==> src/core/sadc_pkg.sv <==
package sadc_pkg;
  // Control byte layout
  localparam int          CTRL_BITS  = 8;
  localparam int          SEL_HI     = 6;
  localparam int          SEL_LO     = 4;
  localparam int          UNI_POS    = 3;
  localparam int          SINGLE_POS = 2;
  localparam logic [7:0]  CTRL_SEED  = 8'h01;
  localparam logic [7:0]  CTRL_RST   = 8'h00;
  // Sequence counts in serial clock edges
  localparam logic [3:0]  CNT_START  = 4'h1;
  localparam logic [3:0]  CNT_TRACK  = 4'h5;
  localparam logic [3:0]  CNT_HOLD   = 4'h8;
  localparam logic [3:0]  CNT_STROBE = 4'h0;
  localparam logic [3:0]  CNT_LAST   = 4'hA;
  localparam logic [3:0]  CNT_CONV   = 4'hF;
  // Result
  localparam int          RES_W      = 10;
  localparam logic [9:0]  RES_RST    = 10'h000;

  typedef enum logic [1:0] {SADC_IDLE, SADC_CTRL, SADC_CONV} sadc_state_t;
endpackage

==> src/core/sadc_stream_if.sv <==
`timescale 1ns/1ps
interface sadc_stream_if #(parameter int W = 10);
  logic         in_valid;
  logic         in_ready;
  logic [W-1:0] in_data;
  logic         out_valid;
  logic         out_ready;
  logic [W-1:0] out_data;

  // Buffer side and user side of the same stream
  modport buf_side  (input in_valid, input in_data, input out_ready,
                     output in_ready, output out_valid, output out_data);
  modport user_side (output in_valid, output in_data, output out_ready,
                     input in_ready, input out_valid, input out_data);
endinterface

==> src/core/sadc_buf.sv <==
`timescale 1ns/1ps
module sadc_buf #(
  parameter int W     = 10,
  parameter int DEPTH = 2
) (
  input  wire logic        i_ref_clk,
  input  wire logic        i_rst_b,
  sadc_stream_if.buf_side  s
);
  localparam int AW = (DEPTH > 1) ? $clog2(DEPTH) : 1;
  localparam logic [AW:0] FULL_CNT = (AW+1)'(DEPTH);

  logic [W-1:0] mem_r [DEPTH];
  logic [W-1:0] mem_nxt [DEPTH];
  logic [AW-1:0] wr_r, wr_nxt, rd_r, rd_nxt;
  logic [AW:0]   cnt_r, cnt_nxt;
  logic          push, pop;

  // Honest full and empty flags
  assign s.in_ready  = (cnt_r != FULL_CNT);
  assign s.out_valid = (cnt_r != '0);
  assign s.out_data  = mem_r[rd_r];
  assign push        = s.in_valid && s.in_ready;
  assign pop         = s.out_valid && s.out_ready;

  // Next pointers, count and storage
  always_comb begin
    mem_nxt = mem_r;
    wr_nxt  = wr_r;
    rd_nxt  = rd_r;
    cnt_nxt = cnt_r;
    if (push) begin
      mem_nxt[wr_r] = s.in_data;
      wr_nxt        = (wr_r == AW'(DEPTH-1)) ? '0 : wr_r + 1'b1;
    end
    if (pop) begin
      rd_nxt = (rd_r == AW'(DEPTH-1)) ? '0 : rd_r + 1'b1;
    end
    case ({push, pop})
      2'b10:   cnt_nxt = cnt_r + 1'b1;
      2'b01:   cnt_nxt = cnt_r - 1'b1;
      default: cnt_nxt = cnt_r;
    endcase
  end

  // Register stage
  always_ff @(posedge i_ref_clk or negedge i_rst_b) begin
    if (!i_rst_b) begin
      for (int k = 0; k < DEPTH; k++) begin
        mem_r[k] <= '0;
      end
      wr_r  <= '0;
      rd_r  <= '0;
      cnt_r <= '0;
    end else begin
      mem_r <= mem_nxt;
      wr_r  <= wr_nxt;
      rd_r  <= rd_nxt;
      cnt_r <= cnt_nxt;
    end
  end
endmodule

==> src/core/sadc_top.sv <==
// Operation
// Serial result changes on each clock rise
// Chip select high floats result and strobe
// Strobe high one period before MSB decision
// Input bits sampled on serial clock rise
// Input ignored while chip select high
// Host supplies clock, 40-60 percent duty
// Shutdown low forces shut-down state
// Single-ended: channel positive, return negative
// Differential uses fixed pairs 0/1 to 6/7
// Acquire three cycles, hold after last bit
// Conversion references held sample to negative
// Conversion lasts fifteen serial clock periods
// Successive approximation gives ten-bit code
// Leading zeros skipped, first one starts byte
// Track after fifth bit, hold after eighth
// Single-ended codes map to 0,2,4,6,1,3,5,7
// Differential low codes even positive, high odd
// Result shifted out MSB first after strobe
`timescale 1ns/1ps
module sadc_top #(
  parameter int RES_W     = sadc_pkg::RES_W,
  parameter int BUF_DEPTH = 2
) (
  input  wire logic             i_ref_clk,
  input  wire logic             i_rst_b,
  input  wire logic             i_sclk,
  input  wire logic             i_cs_n,
  input  wire logic             i_din,
  input  wire logic             i_shutdown_n,
  input  wire logic             i_cmp,
  input  wire logic             i_result_ready,
  output logic                  o_dout,
  output logic                  o_dout_oe,
  output logic                  o_serial_strobe_out,
  output logic                  o_serial_strobe_oe,
  output logic [2:0]            o_pos_ch,
  output logic [2:0]            o_neg_ch,
  output logic                  o_neg_is_return,
  output logic                  o_unipolar,
  output logic                  o_track,
  output logic                  o_hold,
  output logic                  o_ref_neg,
  output logic [RES_W-1:0]      o_dac_code,
  output logic                  o_powered_down,
  output logic [RES_W-1:0]      o_result,
  output logic                  o_result_valid
);
  ////////////////////////////////////////////////////////////////////////////
  sadc_pkg::sadc_state_t state_r, state_nxt;
  logic [3:0]       cnt_r, cnt_nxt;
  logic [7:0]       ctrl_r, ctrl_nxt;
  logic [RES_W-1:0] res_r, res_nxt;
  logic             dout_r, dout_nxt;
  logic             strb_r, strb_nxt;
  logic             track_r, track_nxt;
  logic             hold_r, hold_nxt;
  logic             pd_r;
  logic             sclk_q_r;
  logic             sclk_rise, sclk_fall;
  logic             push;
  logic [3:0]       trial_idx;
  logic [2:0]       sel;

  sadc_stream_if #(.W(RES_W)) bif ();

  sadc_buf #(.W(RES_W), .DEPTH(BUF_DEPTH)) u_buf (
    .i_ref_clk (i_ref_clk),
    .i_rst_b   (i_rst_b),
    .s         (bif)
  );

  ////////////////////////////////////////////////////////////////////////////
  // Serial clock edge detection, inputs already synchronous
  assign sclk_rise = i_sclk && !sclk_q_r;
  assign sclk_fall = !i_sclk && sclk_q_r;

  // Pin drivers float while chip select is high
  assign o_dout     = dout_r;
  assign o_serial_strobe_out = strb_r;
  assign o_dout_oe           = !i_cs_n;
  assign o_serial_strobe_oe  = !i_cs_n;

  // Input multiplexer decode
  assign sel             = ctrl_r[sadc_pkg::SEL_HI:sadc_pkg::SEL_LO];
  assign o_pos_ch        = {sel[1:0], sel[2]};
  assign o_neg_ch        = {sel[1:0], ~sel[2]};
  assign o_neg_is_return = ctrl_r[sadc_pkg::SINGLE_POS];
  assign o_unipolar      = ctrl_r[sadc_pkg::UNI_POS];
  assign o_track         = track_r;
  assign o_hold          = hold_r;
  assign o_ref_neg       = (state_r == sadc_pkg::SADC_CONV);
  assign o_powered_down  = pd_r;

  // Trial code for the comparator during the bit decisions
  assign trial_idx = 4'(RES_W) - cnt_r;
  always_comb begin
    o_dac_code = res_r;
    if (state_r == sadc_pkg::SADC_CONV && cnt_r >= sadc_pkg::CNT_START && cnt_r <= sadc_pkg::CNT_LAST) begin
      o_dac_code[trial_idx] = 1'b1;
    end
  end

  // Finished results to the parallel side through the buffer
  assign bif.in_valid  = push;
  assign bif.in_data   = res_r;
  assign bif.out_ready = i_result_ready;
  assign o_result      = bif.out_data;
  assign o_result_valid = bif.out_valid;

  ////////////////////////////////////////////////////////////////////////////
  // Sequencer next state
  always_comb begin
    state_nxt = state_r;
    cnt_nxt   = cnt_r;
    ctrl_nxt  = ctrl_r;
    res_nxt   = res_r;
    dout_nxt  = dout_r;
    strb_nxt  = strb_r;
    track_nxt = track_r;
    hold_nxt  = hold_r;
    push      = 1'b0;
    if (!i_shutdown_n) begin
      state_nxt = sadc_pkg::SADC_IDLE;
      cnt_nxt   = '0;
      dout_nxt  = 1'b0;
      strb_nxt  = 1'b0;
      track_nxt = 1'b0;
      hold_nxt  = 1'b0;
    end else begin
      case (state_r)
        sadc_pkg::SADC_IDLE: begin
          // Zeros skipped; a start is refused while the buffer is full
          if (sclk_rise && !i_cs_n && i_din && bif.in_ready) begin
            ctrl_nxt  = sadc_pkg::CTRL_SEED;
            cnt_nxt   = sadc_pkg::CNT_START;
            state_nxt = sadc_pkg::SADC_CTRL;
          end
        end
        sadc_pkg::SADC_CTRL: begin
          if (i_cs_n) begin
            state_nxt = sadc_pkg::SADC_IDLE;
            track_nxt = 1'b0;
          end else begin
            if (sclk_rise && cnt_r < sadc_pkg::CNT_HOLD) begin
              ctrl_nxt = {ctrl_r[6:0], i_din};
              cnt_nxt  = cnt_r + 4'h1;
            end
            if (sclk_fall && cnt_r == sadc_pkg::CNT_TRACK) begin
              track_nxt = 1'b1;
            end
            if (sclk_fall && cnt_r == sadc_pkg::CNT_HOLD) begin
              track_nxt = 1'b0;
              hold_nxt  = 1'b1;
              state_nxt = sadc_pkg::SADC_CONV;
              cnt_nxt   = '0;
              res_nxt   = sadc_pkg::RES_RST;
            end
          end
        end
        sadc_pkg::SADC_CONV: begin
          if (sclk_rise) begin
            if (cnt_r == sadc_pkg::CNT_STROBE) begin
              strb_nxt = 1'b1;
            end else begin
              strb_nxt = 1'b0;
              if (cnt_r <= sadc_pkg::CNT_LAST) begin
                res_nxt[trial_idx] = i_cmp;
                dout_nxt           = i_cmp;
              end else begin
                dout_nxt = 1'b0;
              end
            end
          end
          if (sclk_fall) begin
            cnt_nxt = cnt_r + 4'h1;
            if (cnt_r == sadc_pkg::CNT_CONV - 4'h1) begin
              state_nxt = sadc_pkg::SADC_IDLE;
              hold_nxt  = 1'b0;
              cnt_nxt   = '0;
              push      = 1'b1;
            end
          end
        end
        default: state_nxt = sadc_pkg::SADC_IDLE;
      endcase
    end
  end

  // Sequencer registers
  always_ff @(posedge i_ref_clk or negedge i_rst_b) begin
    if (!i_rst_b) begin
      state_r  <= sadc_pkg::SADC_IDLE;
      cnt_r    <= '0;
      ctrl_r   <= sadc_pkg::CTRL_RST;
      res_r    <= sadc_pkg::RES_RST;
      dout_r   <= 1'b0;
      strb_r   <= 1'b0;
      track_r  <= 1'b0;
      hold_r   <= 1'b0;
      pd_r     <= 1'b0;
      sclk_q_r <= 1'b0;
    end else begin
      state_r  <= state_nxt;
      cnt_r    <= cnt_nxt;
      ctrl_r   <= ctrl_nxt;
      res_r    <= res_nxt;
      dout_r   <= dout_nxt;
      strb_r   <= strb_nxt;
      track_r  <= track_nxt;
      hold_r   <= hold_nxt;
      pd_r     <= !i_shutdown_n;
      sclk_q_r <= i_sclk;
    end
  end
endmodule

==> config.mk <==
export PLATFORM = sky130hd
export DESIGN_NAME = sadc_top
export DESIGN_NICKNAME = d
export VERILOG_FILES = /design/src/core/sadc_pkg.sv /design/src/core/sadc_stream_if.sv /design/src/core/sadc_buf.sv /design/src/core/sadc_top.sv
export SDC_FILE = /design/constraint.sdc
export NUM_CORES = 1
export LEC_CHECK = 0
export ABC_AREA = 0
export BUFFER_PORTS_ARGS = -buffer_cell sky130_fd_sc_hd__buf_2
export CAP_MARGIN = 0
export CORE_UTILIZATION = 50
export DETAILED_ROUTE_END_ITERATION = 16
export PLACE_DENSITY_LB_ADDON = 0.12
export SLEW_MARGIN = 20
export SYNTH_ARGS = -nofsm -noshare
export SYNTH_HDL_FRONTEND = slang
export SYNTH_SLANG_ARGS = --single-unit
==> constraint.sdc <==
create_clock -name i_ref_clk -period 2.7 [get_ports i_ref_clk]
set_input_delay 0.135 -clock i_ref_clk [delete_from_list [all_inputs] [get_ports i_ref_clk]]
set_output_delay 0.135 -clock i_ref_clk [all_outputs]
set_load 0.01 [all_outputs]
# Yosys cells after proc, flatten, opt, wreduce, memory -nomap -nowiden
# Cells that the tools add are included.
# totals
register_bits	53
inputBits	8
output_inout_bits	37
# op_classes
n_addsub	6
order_cmp	8
n_eq_ne	29
mux	62
bitwise_logic	4
reduce_logical	32
# ops
cell	count
$mux W10	10
$mux W4	7
$mux W1	26
$mux W7	3
$bwmux W20	1
$pmux W10 S2	1
$reduce_and A5 Y1	3
$logic_and A1 B1 Y1	14
$ne A2 B2 Y1 const B	7
$pmux W7 S2	1
$mux W2	6
$pmux W4 S3	1
$bwmux W10	1
$demux W10 S1	1
$ne A2 B1 Y1 const B	5
$or A10 B10 Y10	1
$ne A3 B3 Y1 const B	3
$eq A4 B4 Y1 const B	2
$ge A4 B1 Y1 const B	2
$ne A4 B4 Y1 const B	2
$reduce_bool A2 Y1	4
$reduce_and A7 Y1	1
$ne A3 B2 Y1 const B	2
$pmux W2 S3	1
other kinds (27)	36

# Logic depth before layout (Yosys ltp)
# Gate-level depths: netlist of run 1.
# depth
depth_word	10
mapped_depth	9

# Modules after synthesis
# A second synthesis of run 1 with hierarchy kept.
# hier_totals
cells_unflattened	297
hier_area_um2	3160.5
# modules_own_cells
mod	n_inst	cells_per_inst	area_per_inst_um2	seq_area_each_um2
sadc_top	1	227	2000.7	725.7
sadc_buf	1	70	1159.9	600.6

# Least setup slack after synthesis of run 1
# Ideal clock, no wire load.
# synth_timing
path_kind	flip-flop to flip-flop
start	register state_r[0]
end	register res_r[0], in the netlist bif.in_data[0]
setup_time_ps	126
arrival_time_ps	1940
path_slack_ps	634
stages_incl_launch_ff	10
n_path_buf	2
synth_period_minus_slack_ps	2066
path_cell_list	dfrtp_1 > inv_1 > ha_1 > buf_2 > nor2_1 > a21oi_1 > nand3_4 > a21o_1 > buf_6 > a221o_1
# synth_between
elab_chain_len	3
word_cells_on_any_way	10
# synth_rtl
item	line_no	text
from (decl)	sadc_top.sv:50	sadc_pkg::sadc_state_t state_r, state_nxt;
from (signal assigned)	sadc_top.sv:193	state_r <= sadc_pkg::SADC_IDLE;
from (signal assigned)	sadc_top.sv:204	state_r <= state_nxt;
$eq A2 B2 Y1 *	--	
named net o_ref_neg	sadc_top.sv:43	output logic o_ref_neg,
$ne A2 B2 Y1 (no source line) (tied with other cells)	--	
$reduce_and A7 Y1 (no source line)	--	
to (signal assigned)	sadc_top.sv:196	res_r <= sadc_pkg::RES_RST;
to (signal assigned)	sadc_top.sv:207	res_r <= res_nxt;
to (decl)	sadc_top.sv:53	logic [RES_W-1:0] res_r, res_nxt;
# Mark *: on every way through the listed nets, which the timed path passes. The rest lies on a longest branch.
# A chain may end at the register's enable or synchronous reset.

# Worst setup path after layout of run 1
# layout_timing
start	register cnt_r[0]
end	output port o_dac_code[2]
# layout_between
elab_chain_len	7
word_cells_on_any_way	12
# layout_rtl
item	line_no	text
from (decl)	sadc_top.sv:51	logic [3:0] cnt_r, cnt_nxt;
from (signal assigned)	sadc_top.sv:205	cnt_r <= cnt_nxt;
$sub A4 B4 Y4	sadc_top.sv:96	assign trial_idx = 4'(RES_W) - cnt_r;
$lt A4 B5 Y1 (implied by the code) or $ge A4 B1 Y1 (tied branches)	sadc_top.sv:100	o_dac_code[trial_idx] = 1'b1;
$logic_and A1 B1 Y1 (implied by the code)	sadc_top.sv:100	
$mux W1 (implied by the code)	sadc_top.sv:100	
$demux W1 S4	sadc_top.sv:100	
$or A10 B10 Y10 (no source line)	--	
$mux W10 *	sadc_top.sv:99	if (state_r == sadc_pkg::SADC_CONV && cnt_r >= sadc_pkg::CNT_START && cnt_r <= sadc_pkg::CNT_LAST) begin
to (decl)	sadc_top.sv:44	output logic [RES_W-1:0] o_dac_code,
# Every way passes the cells marked *; elsewhere a longest branch is shown, timed or not.

==> results of run 1 <==
[final cells by class]
| type | count | share of cell area |
|---|---|---|
| Multi-Input combinational cell | 211 | 0.4696 |
| Sequential cell | 53 | 0.3838 |
| Timing Repair Buffer | 52 | 0.08255 |
| Tap cell | 75 | 0.02715 |
| Clock buffer | 6 | 0.02100 |
| Inverter | 11 | 0.01195 |
| Clock inverter | 2 | 0.003983 |
[cell usage after synthesis (all sizes together) (2+ instances only)]
| cell type | instances | area share |
|---|---|---|
| xnor2 | 3 | 0.0085 |
| o211ai | 4 | 0.011 |
| nor2b | 4 | 0.0081 |
| nor2 | 12 | 0.020 |
| a31o | 8 | 0.023 |
| o22ai | 3 | 0.0061 |
| nand2b | 6 | 0.012 |
| inv | 10 | 0.012 |
| nor4b | 3 | 0.0085 |
| o31ai | 3 | 0.0073 |
| clkbuf | 6 | 0.0073 |
| a221o | 7 | 0.023 |
| mux2 | 30 | 0.11 |
| a21oi | 15 | 0.024 |
| a21o | 5 | 0.012 |
| o21ai | 11 | 0.021 |
| nor3 | 5 | 0.0097 |
| a211o | 3 | 0.0085 |
| nand2 | 32 | 0.039 |
| o41ai | 2 | 0.012 |
| and2 | 8 | 0.016 |
| buf | 16 | 0.032 |
| xor2 | 2 | 0.0057 |
| nand3b | 3 | 0.0085 |
| a21boi | 2 | 0.0061 |
| nand3 | 10 | 0.022 |
| ha | 12 | 0.049 |
| dfrtp | 53 | 0.43 |
| nand4 | 2 | 0.0061 |
[flip-flops by register name (all words and copies together) (netlist names), 2 cells and up]
name / flops
ctrl_r: 7
cnt_r: 4
u_buf.cnt_r: 2
state_r: 2
bif.in_data: 10
u_buf.mem_r: 20
[routing by layer]
metal,track usage,share of wire
met5,0,0
met4,0.04286,0.0068
met3,0.03750,0.040
met2,0.3322,0.46
met1,0.3016,0.49
[logic make-up (layout without fill, tap and decap cells)]
| group | Yosys count | count (layout) |
|---|---|---|
| AND/OR/NAND/NOR | 91 | 91 |
| AO/OA/AOI/OAI | 72 | 72 |
| flip-flops | 53 | 53 |
| buffers and inverters | 33 | 71 |
| multiplexers | 31 | 31 |
| adder cells (fa/ha/maj) | 12 | 12 |
| XOR/XNOR | 5 | 5 |
[metrics by stage]
step                      hold WS, ns  utilization  worst slack (ns)
after detailed placement       0.1785       0.5595            0.3329
after global routing           0.1871       0.5803           0.05891
after global placement         0.1628       0.5595            0.3935
after floorplan               -0.1606            -            0.6341
after CTS                      0.1669       0.5777           0.05048
final                          0.1711       0.5803            0.2049
[critical path, stage by stage, from the launching register on]
cell and delay [ns]:
dfrtp_1 0.50, inv_1 0.22, ha_4 0.22, inv_1 0.08
nor3_2 0.21, nand2b_1 0.08, and3_1 0.31, a31o_2 0.29
buf_2 0.14
[layout by cell type, fill, tap and decap left out, drive strengths merged, types with 3 or more instances in the layout]
cell type	synthesis	layout
a221o	7	7
nand2	32	32
o22ai	3	3
nor2b	4	4
ha	12	12
o211ai	4	4
a21oi	15	15
clkbuf	6	6
nor3	5	5
a211o	3	3
a21o	5	5
nand3b	3	3
xnor2	3	3
nand2b	6	6
nor4b	3	3
buf	16	50
inv	10	11
o31ai	3	3
o21ai	11	11
nand3	10	10
dfrtp	53	53
nor2	12	12
mux2	30	30
a31o	8	8
and2	8	8
[path summary, 6_finish.rpt]
| kind | startpoint | to | slack [ns] | depth (start not counted) |
|---|---|---|---|---|
| max | cnt_r[0] | o_dac_code[2] | 0.20 | 8 |
| max reg2reg | cnt_r[0] | u_buf.cnt_r[1] | 0.39 | 8 |
| min in group asynchronous | i_rst_b | o_track | 0.36 | 2 |
| max in group asynchronous | i_rst_b | bif.in_data[8] | 1.54 | 3 |
| min | i_result_ready | u_buf.rd_r | 0.17 | 3 |
| min reg2reg | ctrl_r[0] | ctrl_r[0] | 0.48 | 2 |
[power breakdown]
group / leakage (nW) / switching, mW / internal [mW] / total (mW)
logic: 0.943 / 0.318 / 0.178 / 0.496
registers: 0.731 / 0.0347 / 0.830 / 0.865
clock network: 0.0456 / 0.271 / 0.186 / 0.457
[repair_timing]
action                                 CTS  global route
gates resized for setup                  1             2
setup endpoints to repair                8            10
hold buffers                             2             0
endpoints found under the hold margin   25             0
==> impl_metrics.yaml, run 1 <==
layout:
  instances_no_fill: 410
  drive_gt1_frac: 0.3164
  area_growth_syn_to_layout_pct: 11.69
  final.fill_count: 535
  nets: 354
  register_area_mm2: 0.001326
  fin_area_mm2: 0.003456
  diodes: 0
  multi_input_area_mm2: 0.001623
sta:
  max_freq_mhz: 400.8
  setup_viol: 0
  finalHoldViolations: 0
  tightest_slew_ns: 0.9064
  relSlewSlack: 0.3951
  setup_tns_ns: 0
  rsz0062_at_grt: "false"
  drv_slew: 0
  clock_skew_ns: 0.009091
  finalCriticalPeriod_ns: 2.495
  min_period_over_period: 0.9241
cts:
  cts_tree: "built"
  postCtsSetupRepairBufs: 0
  cts_sinks: 53
  path_clk_slew_ns: 0.10
  cts_max_level: 2
  cts_buffers: 5
  insertion_delay_ns: 0.31
  clockBufferDepth: 2
  cts_root_buf: "clkbuf_8"
routing:
  wl_um: 6512
  wire_per_inst_um: 15.88
  via_count: 2318
  drc: 0
  ant_nets: 0
  dr.pass1.iters: 4
  drt_iter0_drc: 124
  vias_per_cell: 5.654
logic_synthesis:
  muxShareOfSynthArea: 0.1124
  ys_types: 61
  synth_compound_area_frac: 0.1795
  synth-xor-area-share: 0.01415
  synth-simple-area-share: 0.1642
  ys.flop_type: "dfrtp_1"
  avgSynthCellArea_um2: 10.42
  synth_warnings: 0
  synth_cells: 297
  synth_nets: 317
  synth-edff-count: 0
  synthAdderAreaFrac: 0.04852
  seq_area_frac_synth: 0.4286
  synth_seq_cells: 53
  async_reset_ff_frac: 1.000
  synth_top_family_by_area: "compound AO/OA/AOI/OAI gates"
  synth_area_mm2: 0.003094
floorplanning:
  ios: 45
  dieArea_mm2: 0.006507
  fp-row-count: 28
  die_w_um: 80.67
  die_y_um: 80.67
  start_util: 0.5195
  core_area_mm2: 0.005956
critical_path:
  crit_path_start_kind: "register"
  crit_type: "reg -> out"
  crit_fanout: 10
  worstPathArrival_ns: 2.36
  cp-end-kind: "primary output"
  required_ns: 2.57
pwr:
  power_mw: 1.817
  p_per_area_mw_per_mm2: 525.9
  leakage_nw: 1.720
  vdd_drop_max_mv: 0.2368
global_routing:
  first_global_vias: 2106
  grt_pass1_wl_um: 10470
  grt_max_degree: 30
  grt_util_all_layers: 0.2109
  grt_overflow_total: 0
  antenna_found_initial: 0
placed_design:
  port_buffers: 44
  hpwl_um: 4503
  placed_area_mm2: 0.003332
  globalplace.congestion: 0.8440
  placed_cells: 400
status:
  status: "complete, no violations"
min_path:
  hp-class: "in -> reg"
job:
  maxCapViolCount: 0
Note: power is estimated with default switching activity, not from simulation.
==> run 2: changes to the inputs <==
--- a/config.mk
+++ b/config.mk
@@ -10,7 +10,7 @@
 export CAP_MARGIN = 0
 export CORE_UTILIZATION = 50
 export DETAILED_ROUTE_END_ITERATION = 16
-export PLACE_DENSITY_LB_ADDON = 0.12
+export PLACE_DENSITY = 0.77
 export SLEW_MARGIN = 20
 export SYNTH_ARGS = -nofsm -noshare
 export SYNTH_HDL_FRONTEND = slang
==> run 2 against run 1 <==
Worst setup slack better by 0.037 ns. Critical endpoint is now o_dac_code[3]. Combinational power is 3% lower. Via count increased by 2.3%. Critical path type unchanged. First-iteration DRC count increased by 85%. Highest routed layer unchanged.
==> impl_metrics.yaml, run 2 (synthesized netlist as in run 1, its figures left out) <==
routing:
  via_count: 2371
  vias_per_cell: 5.797
  drc: 0
  wire_per_inst_um: 16.20
  dr.pass1.iters: 4
  ant_nets: 0
  drt_iter0_drc: 230
  wl_um: 6627
floorplanning:
  ios: 45
  dieArea_mm2: 0.006507
  die_y_um: 80.67
  core_area_mm2: 0.005956
  die_w_um: 80.67
  start_util: 0.5195
  fp-row-count: 28
layout:
  final_common_cell: "dfrtp_1"
  drive_gt1_frac: 0.3204
  layout_common_cells: "53 x dfrtp_1, 44 x buf_2, 32 x nand2_1, 27 x mux2_2, 15 x a21oi_1"
  diodes: 0
  largest_reg_flops: 20
  fin_area_mm2: 0.003491
  nets: 353
  area_growth_syn_to_layout_pct: 12.82
  regMostFlops: "u_buf.mem_r"
pwr:
  power_mw: 2.004
  p_per_area_mw_per_mm2: 574.2
  leakage_nw: 1.735
  vdd_drop_max_mv: 0.3055
placed_design:
  hpwl_um: 4675
  placed_area_mm2: 0.003324
  globalplace.congestion: 0.9302
  preCtsSetupSlack_ns: 0.3791
  port_buffers: 44
global_routing:
  grt_max_degree: 32
  first_global_vias: 2247
  grt_util_all_layers: 0.2179
  grt_overflow_total: 0
  antenna_found_initial: 0
  grt_pass1_wl_um: 10670
cts:
  insertion_delay_ns: 0.32
  cts_sinks: 53
  postCtsSetupRepairBufs: 0
  cts_max_level: 2
  clockBufferDepth: 2
  cts_buffers: 5
  path_clk_slew_ns: 0.11
  cts_tree: "built"
  cts_root_buf: "clkbuf_8"
sta:
  finalCriticalPeriod_ns: 2.458
  min_period_over_period: 0.9105
  relSlewSlack: 0.4099
  max_freq_mhz: 406.8
  drv_slew: 0
  holdWs_ns: 0.1486
  finalHoldViolations: 0
  clock_skew_ns: 0.01364
  setup_slack_ns: 0.2417
  setup_tns_ns: 0
  rsz0062_at_grt: "false"
  tightest_slew_ns: 0.8842
  setup_viol: 0
critical_path:
  crit_fanout: 10
  crit_type: "reg -> out"
  required_ns: 2.57
  crit_path_start_kind: "register"
  worstPathArrival_ns: 2.32
  cp-end-kind: "primary output"
job:
  maxCapViolCount: 0
status:
  status: "complete, no violations"
min_path:
  hp-class: "in -> reg"
[run 2: where the power goes]
group,switching (mW),total (mW),internal [mW]
Sequential,0.0340,0.864,0.830
Combinational,0.311,0.482,0.171
Clock,0.284,0.658,0.374
Total,0.629,2.00,1.38
[run 2: timing repair]
item                                    CTS  global route
hold buffers                              2             0
endpoints found under the setup margin    0            10
hold endpoints to repair                 23             0
resized for setup                         0             3
[run 2: critical path, stage by stage, from the launching register on]
cell and delay, ns:
dfrtp_1 0.50, inv_1 0.18, ha_2 0.29, inv_1 0.09, nor3_2 0.17, nand2b_1 0.07
and3_2 0.29, a31o_2 0.27, buf_2 0.14
[run 2: routing by layer]
layer	track usage	share of wire
met1	0.3048	0.46
met2	0.3288	0.47
met3	0.04091	0.050
met4	0.08929	0.017
met5	0	0
[run 2: path summary, 6_finish.rpt]
check,start,to,slack (ns),depth (start not counted)
max,cnt_r[1],o_dac_code[3],0.24,8
min,i_result_ready,u_buf.rd_r,0.15,3
max reg2reg,cnt_r[0],u_buf.mem_r[7],0.38,6
min reg2reg,ctrl_r[0],ctrl_r[0],0.48,2
max in group asynchronous,i_rst_b,bif.in_data[2],1.61,3
min in group asynchronous,i_rst_b,cnt_r[1],0.30,2
[run 2: stage by stage]
step           utilization  instances
3_3_place_gp        0.5582        399
3_5_place_dp        0.5582        399
6_report            0.5861        409
5_1_grt             0.5861        409
2_1_floorplan            -        297
4_1_cts             0.5847        409
[run 2: final cells by class]
cell class	instances	area [µm²]
well taps	75	93.84
fillers	506	2465
clock inverters	3	68.82
inverters	11	41.29
flip-flops and latches	53	1326
clock buffers	5	68.82
repair buffers	51	277.8
multi-input cells	211	1614
==> run 3: changes to the inputs <==
--- a/config.mk
+++ b/config.mk
@@ -14,4 +14,5 @@
 export SLEW_MARGIN = 20
 export SYNTH_ARGS = -nofsm -noshare
 export SYNTH_HDL_FRONTEND = slang
+export SYNTH_HIERARCHICAL = 1
 export SYNTH_SLANG_ARGS = --single-unit
==> run 3 against run 2 <==
Sequential cell count unchanged. Sequential share of layout area shrank 0.28 points. Wire length fell by 1.9%.
==> impl_metrics.yaml, run 3 <==
placed_design:
  port_buffers: 44
  placed_area_mm2: 0.003374
  globalplace.congestion: 0.8398
  preCtsSetupSlack_ns: 0.3415
  hpwl_um: 4586
logic_synthesis:
  synth_area_mm2: 0.003161
  synth_warnings: 6
  synth_seq_cells: 53
  yosys-top-cells-area: "dfrtp_1 42%, mux2_4 9.5%, ha_1 4.4%"
  async_reset_ff_frac: 1.000
  synth.top_cells.by_count: "53 x dfrtp_1, 22 x inv_1, 20 x mux2_4, 20 x nand2_1, 17 x o21ai_0"
  seq_area_frac_synth: 0.4196
  ys.flop_type: "dfrtp_1"
  synth_nets: 316
  synth-edff-count: 0
  synth_most_common_cell: "dfrtp_1"
  synth_top_area_frac: 0.4196
  avgSynthCellArea_um2: 10.64
  synth_cells: 297
  ys_types: 55
  synth_area_leader_cell: "dfrtp_1"
min_path:
  hp-class: "in -> reg"
  min_to: "ctrl_r[0]"
  holdPathStages: 3
  min_from: "i_din"
layout:
  final.fill_count: 527
  multi_input_area_mm2: 0.001624
  diodes: 0
  regMostFlops: "u_buf/mem_r"
  nets: 354
  final_common_cell: "dfrtp_1"
  register_area_mm2: 0.001326
  fin_area_mm2: 0.003517
  drive_gt1_frac: 0.3095
  largest_reg_flops: 20
  area_growth_syn_to_layout_pct: 11.28
  layout_common_cells: "53 x dfrtp_1, 44 x buf_2, 22 x inv_1, 20 x nand2_1, 20 x mux2_4"
pwr:
  p_per_area_mw_per_mm2: 550.2
  power_mw: 1.935
  leakage_nw: 1.628
  vdd_drop_max_mv: 0.3768
floorplanning:
  die_w_um: 81.51
  dieArea_mm2: 0.006643
  ios: 45
  core_area_mm2: 0.006026
  fp-row-count: 28
  die_y_um: 81.51
  start_util: 0.5245
critical_path:
  cpPeakStageDelay_ns: 0.67
  cp-end-kind: "primary output"
  r2r_start: "cnt_r[0]"
  path_cells: "nand2b_1 -> or2_2 -> o22a_1 -> nor2_2 -> a21o_1 -> buf_2"
  worstPathArrival_ns: 2.37
  crit_type: "reg -> out"
  crit_fanout: 14
  crit_path_start_kind: "register"
  worstRegToRegCells: 7
  rr_endpoint: "u_buf/mem_r[19]"
  crit_family: "simple AND/OR/NAND/NOR gates"
  rrSetupSlack_ns: 0.39
  cp_num_buf_inv: 1
  required_ns: 2.57
  critPathSlowestCell: "dfrtp_1"
sta:
  setup_tns_ns: 0
  tightest_slew_ns: 0.6625
  drv_slew: 0
  holdWs_ns: 0.08387
  rsz0062_at_grt: "false"
  setup_viol: 0
  clock_skew_ns: 0.01178
  min_period_over_period: 0.9287
  relSlewSlack: 0.5583
  finalCriticalPeriod_ns: 2.508
  max_freq_mhz: 398.8
  setup_slack_ns: 0.1924
  finalHoldViolations: 0
routing:
  vias_per_cell: 5.689
  dr.pass1.iters: 4
  wire_per_inst_um: 15.82
  drc: 0
  drt_iter0_drc: 197
  ant_nets: 0
  via_count: 2338
  wl_um: 6503
cts:
  cts_tree: "built"
  cts_buffers: 5
  path_clk_slew_ns: 0.09
  cts_max_level: 2
  cts_root_buf: "clkbuf_8"
  postCtsSetupRepairBufs: 0
  insertion_delay_ns: 0.32
  cts_sinks: 53
  clockBufferDepth: 2
global_routing:
  antenna_found_initial: 0
  first_global_vias: 2219
  grt_max_degree: 54
  grt_pass1_wl_um: 10860
  grt_overflow_total: 0
  grt_util_all_layers: 0.2142
job:
  maxCapViolCount: 0
status:
  status: "complete, no violations"
[run 3: cell types whose count changed after synthesis, moves of 6 or more]
cell,before,now
a21oi_1,15,8
a221o_1,7,0
a31o_2,8,0
a32oi_1,1,9
and2_1,8,2
inv_1,10,22
mux2_2,27,10
mux2_4,0,20
nand2_1,32,20
nand3_1,8,14
o211ai_1,3,9
o21ai_0,6,17
[run 3: how the worst max path moves through the flow]
| stage | start | endpoint | slack, ns | cells past startpoint |
|---|---|---|---|---|
| 5_1_grt | cnt_r[3] | o_dac_code[1] | 0.04 | 6 |
| 3_5_place_dp | cnt_r[0] | u_buf/mem_r[10] | 0.34 | 7 |
| 6_report | cnt_r[3] | o_dac_code[2] | 0.19 | 6 |
| 4_1_cts | cnt_r[0] | o_dac_code[5] | 0.15 | 8 |
| 3_3_place_gp | cnt_r[0] | u_buf/mem_r[18] | 0.43 | 7 |
| 2_1_floorplan | cnt_r[0] | u_buf/cnt_r[1] | 0.60 | 9 |
[run 3: logic make-up after synthesis]
family | Yosys count | share of synthesized area
compound gates | 73 | 0.1734
fa+ha+maj | 11 | 0.04355
mux | 33 | 0.1401
simple gates | 80 | 0.1398
flops | 53 | 0.4196
buf+inv | 42 | 0.06967
xor+xnor | 5 | 0.01386
[run 3: stage by stage]
step / util / std cells
after global routing: 0.5837 / 411
final: 0.5837 / 411
after CTS: 0.5820 / 411
after floorplan: - / 297
after detailed placement: 0.5600 / 401
after global placement: 0.5600 / 401
[run 3: timing repair]
item / CTS / global route
resized for setup: 0 / 3
hold buffers: 2 / 0
setup endpoints to repair: 0 / 8
endpoints found under the hold margin: 54 / 0
[run 3: cell type report]
cell class | instances | share of cell area
tap | 75 | 0.02668
timing repair buffer | 51 | 0.07898
inverter | 22 | 0.02348
multi-input combinational | 202 | 0.4618
sequential | 53 | 0.3771
clock inverter | 3 | 0.01245
clock buffer | 5 | 0.01957
[run 3: worst min-delay path, cell delays in order]
cell and delay (ns):
buf_2 0.12, inv_1 0.05, a31oi_1 0.06
[run 3: metal layers]
| metal | GRT usage | part of all wire |
|---|---|---|
| met1 | 0.2963 | 0.47 |
| met4 | 0.06429 | 0.012 |
| met5 | 0 | 0 |
| met2 | 0.3400 | 0.48 |
| met3 | 0.03889 | 0.040 |
[run 3: power breakdown]
part / internal (mW) / leakage, nW / total (mW) / switching (mW)
combinational: 0.189 / 0.888 / 0.457 / 0.268
sequential: 0.863 / 0.681 / 0.933 / 0.0695
clock: 0.278 / 0.0585 / 0.546 / 0.267
total: 1.33 / 1.63 / 1.94 / 0.605
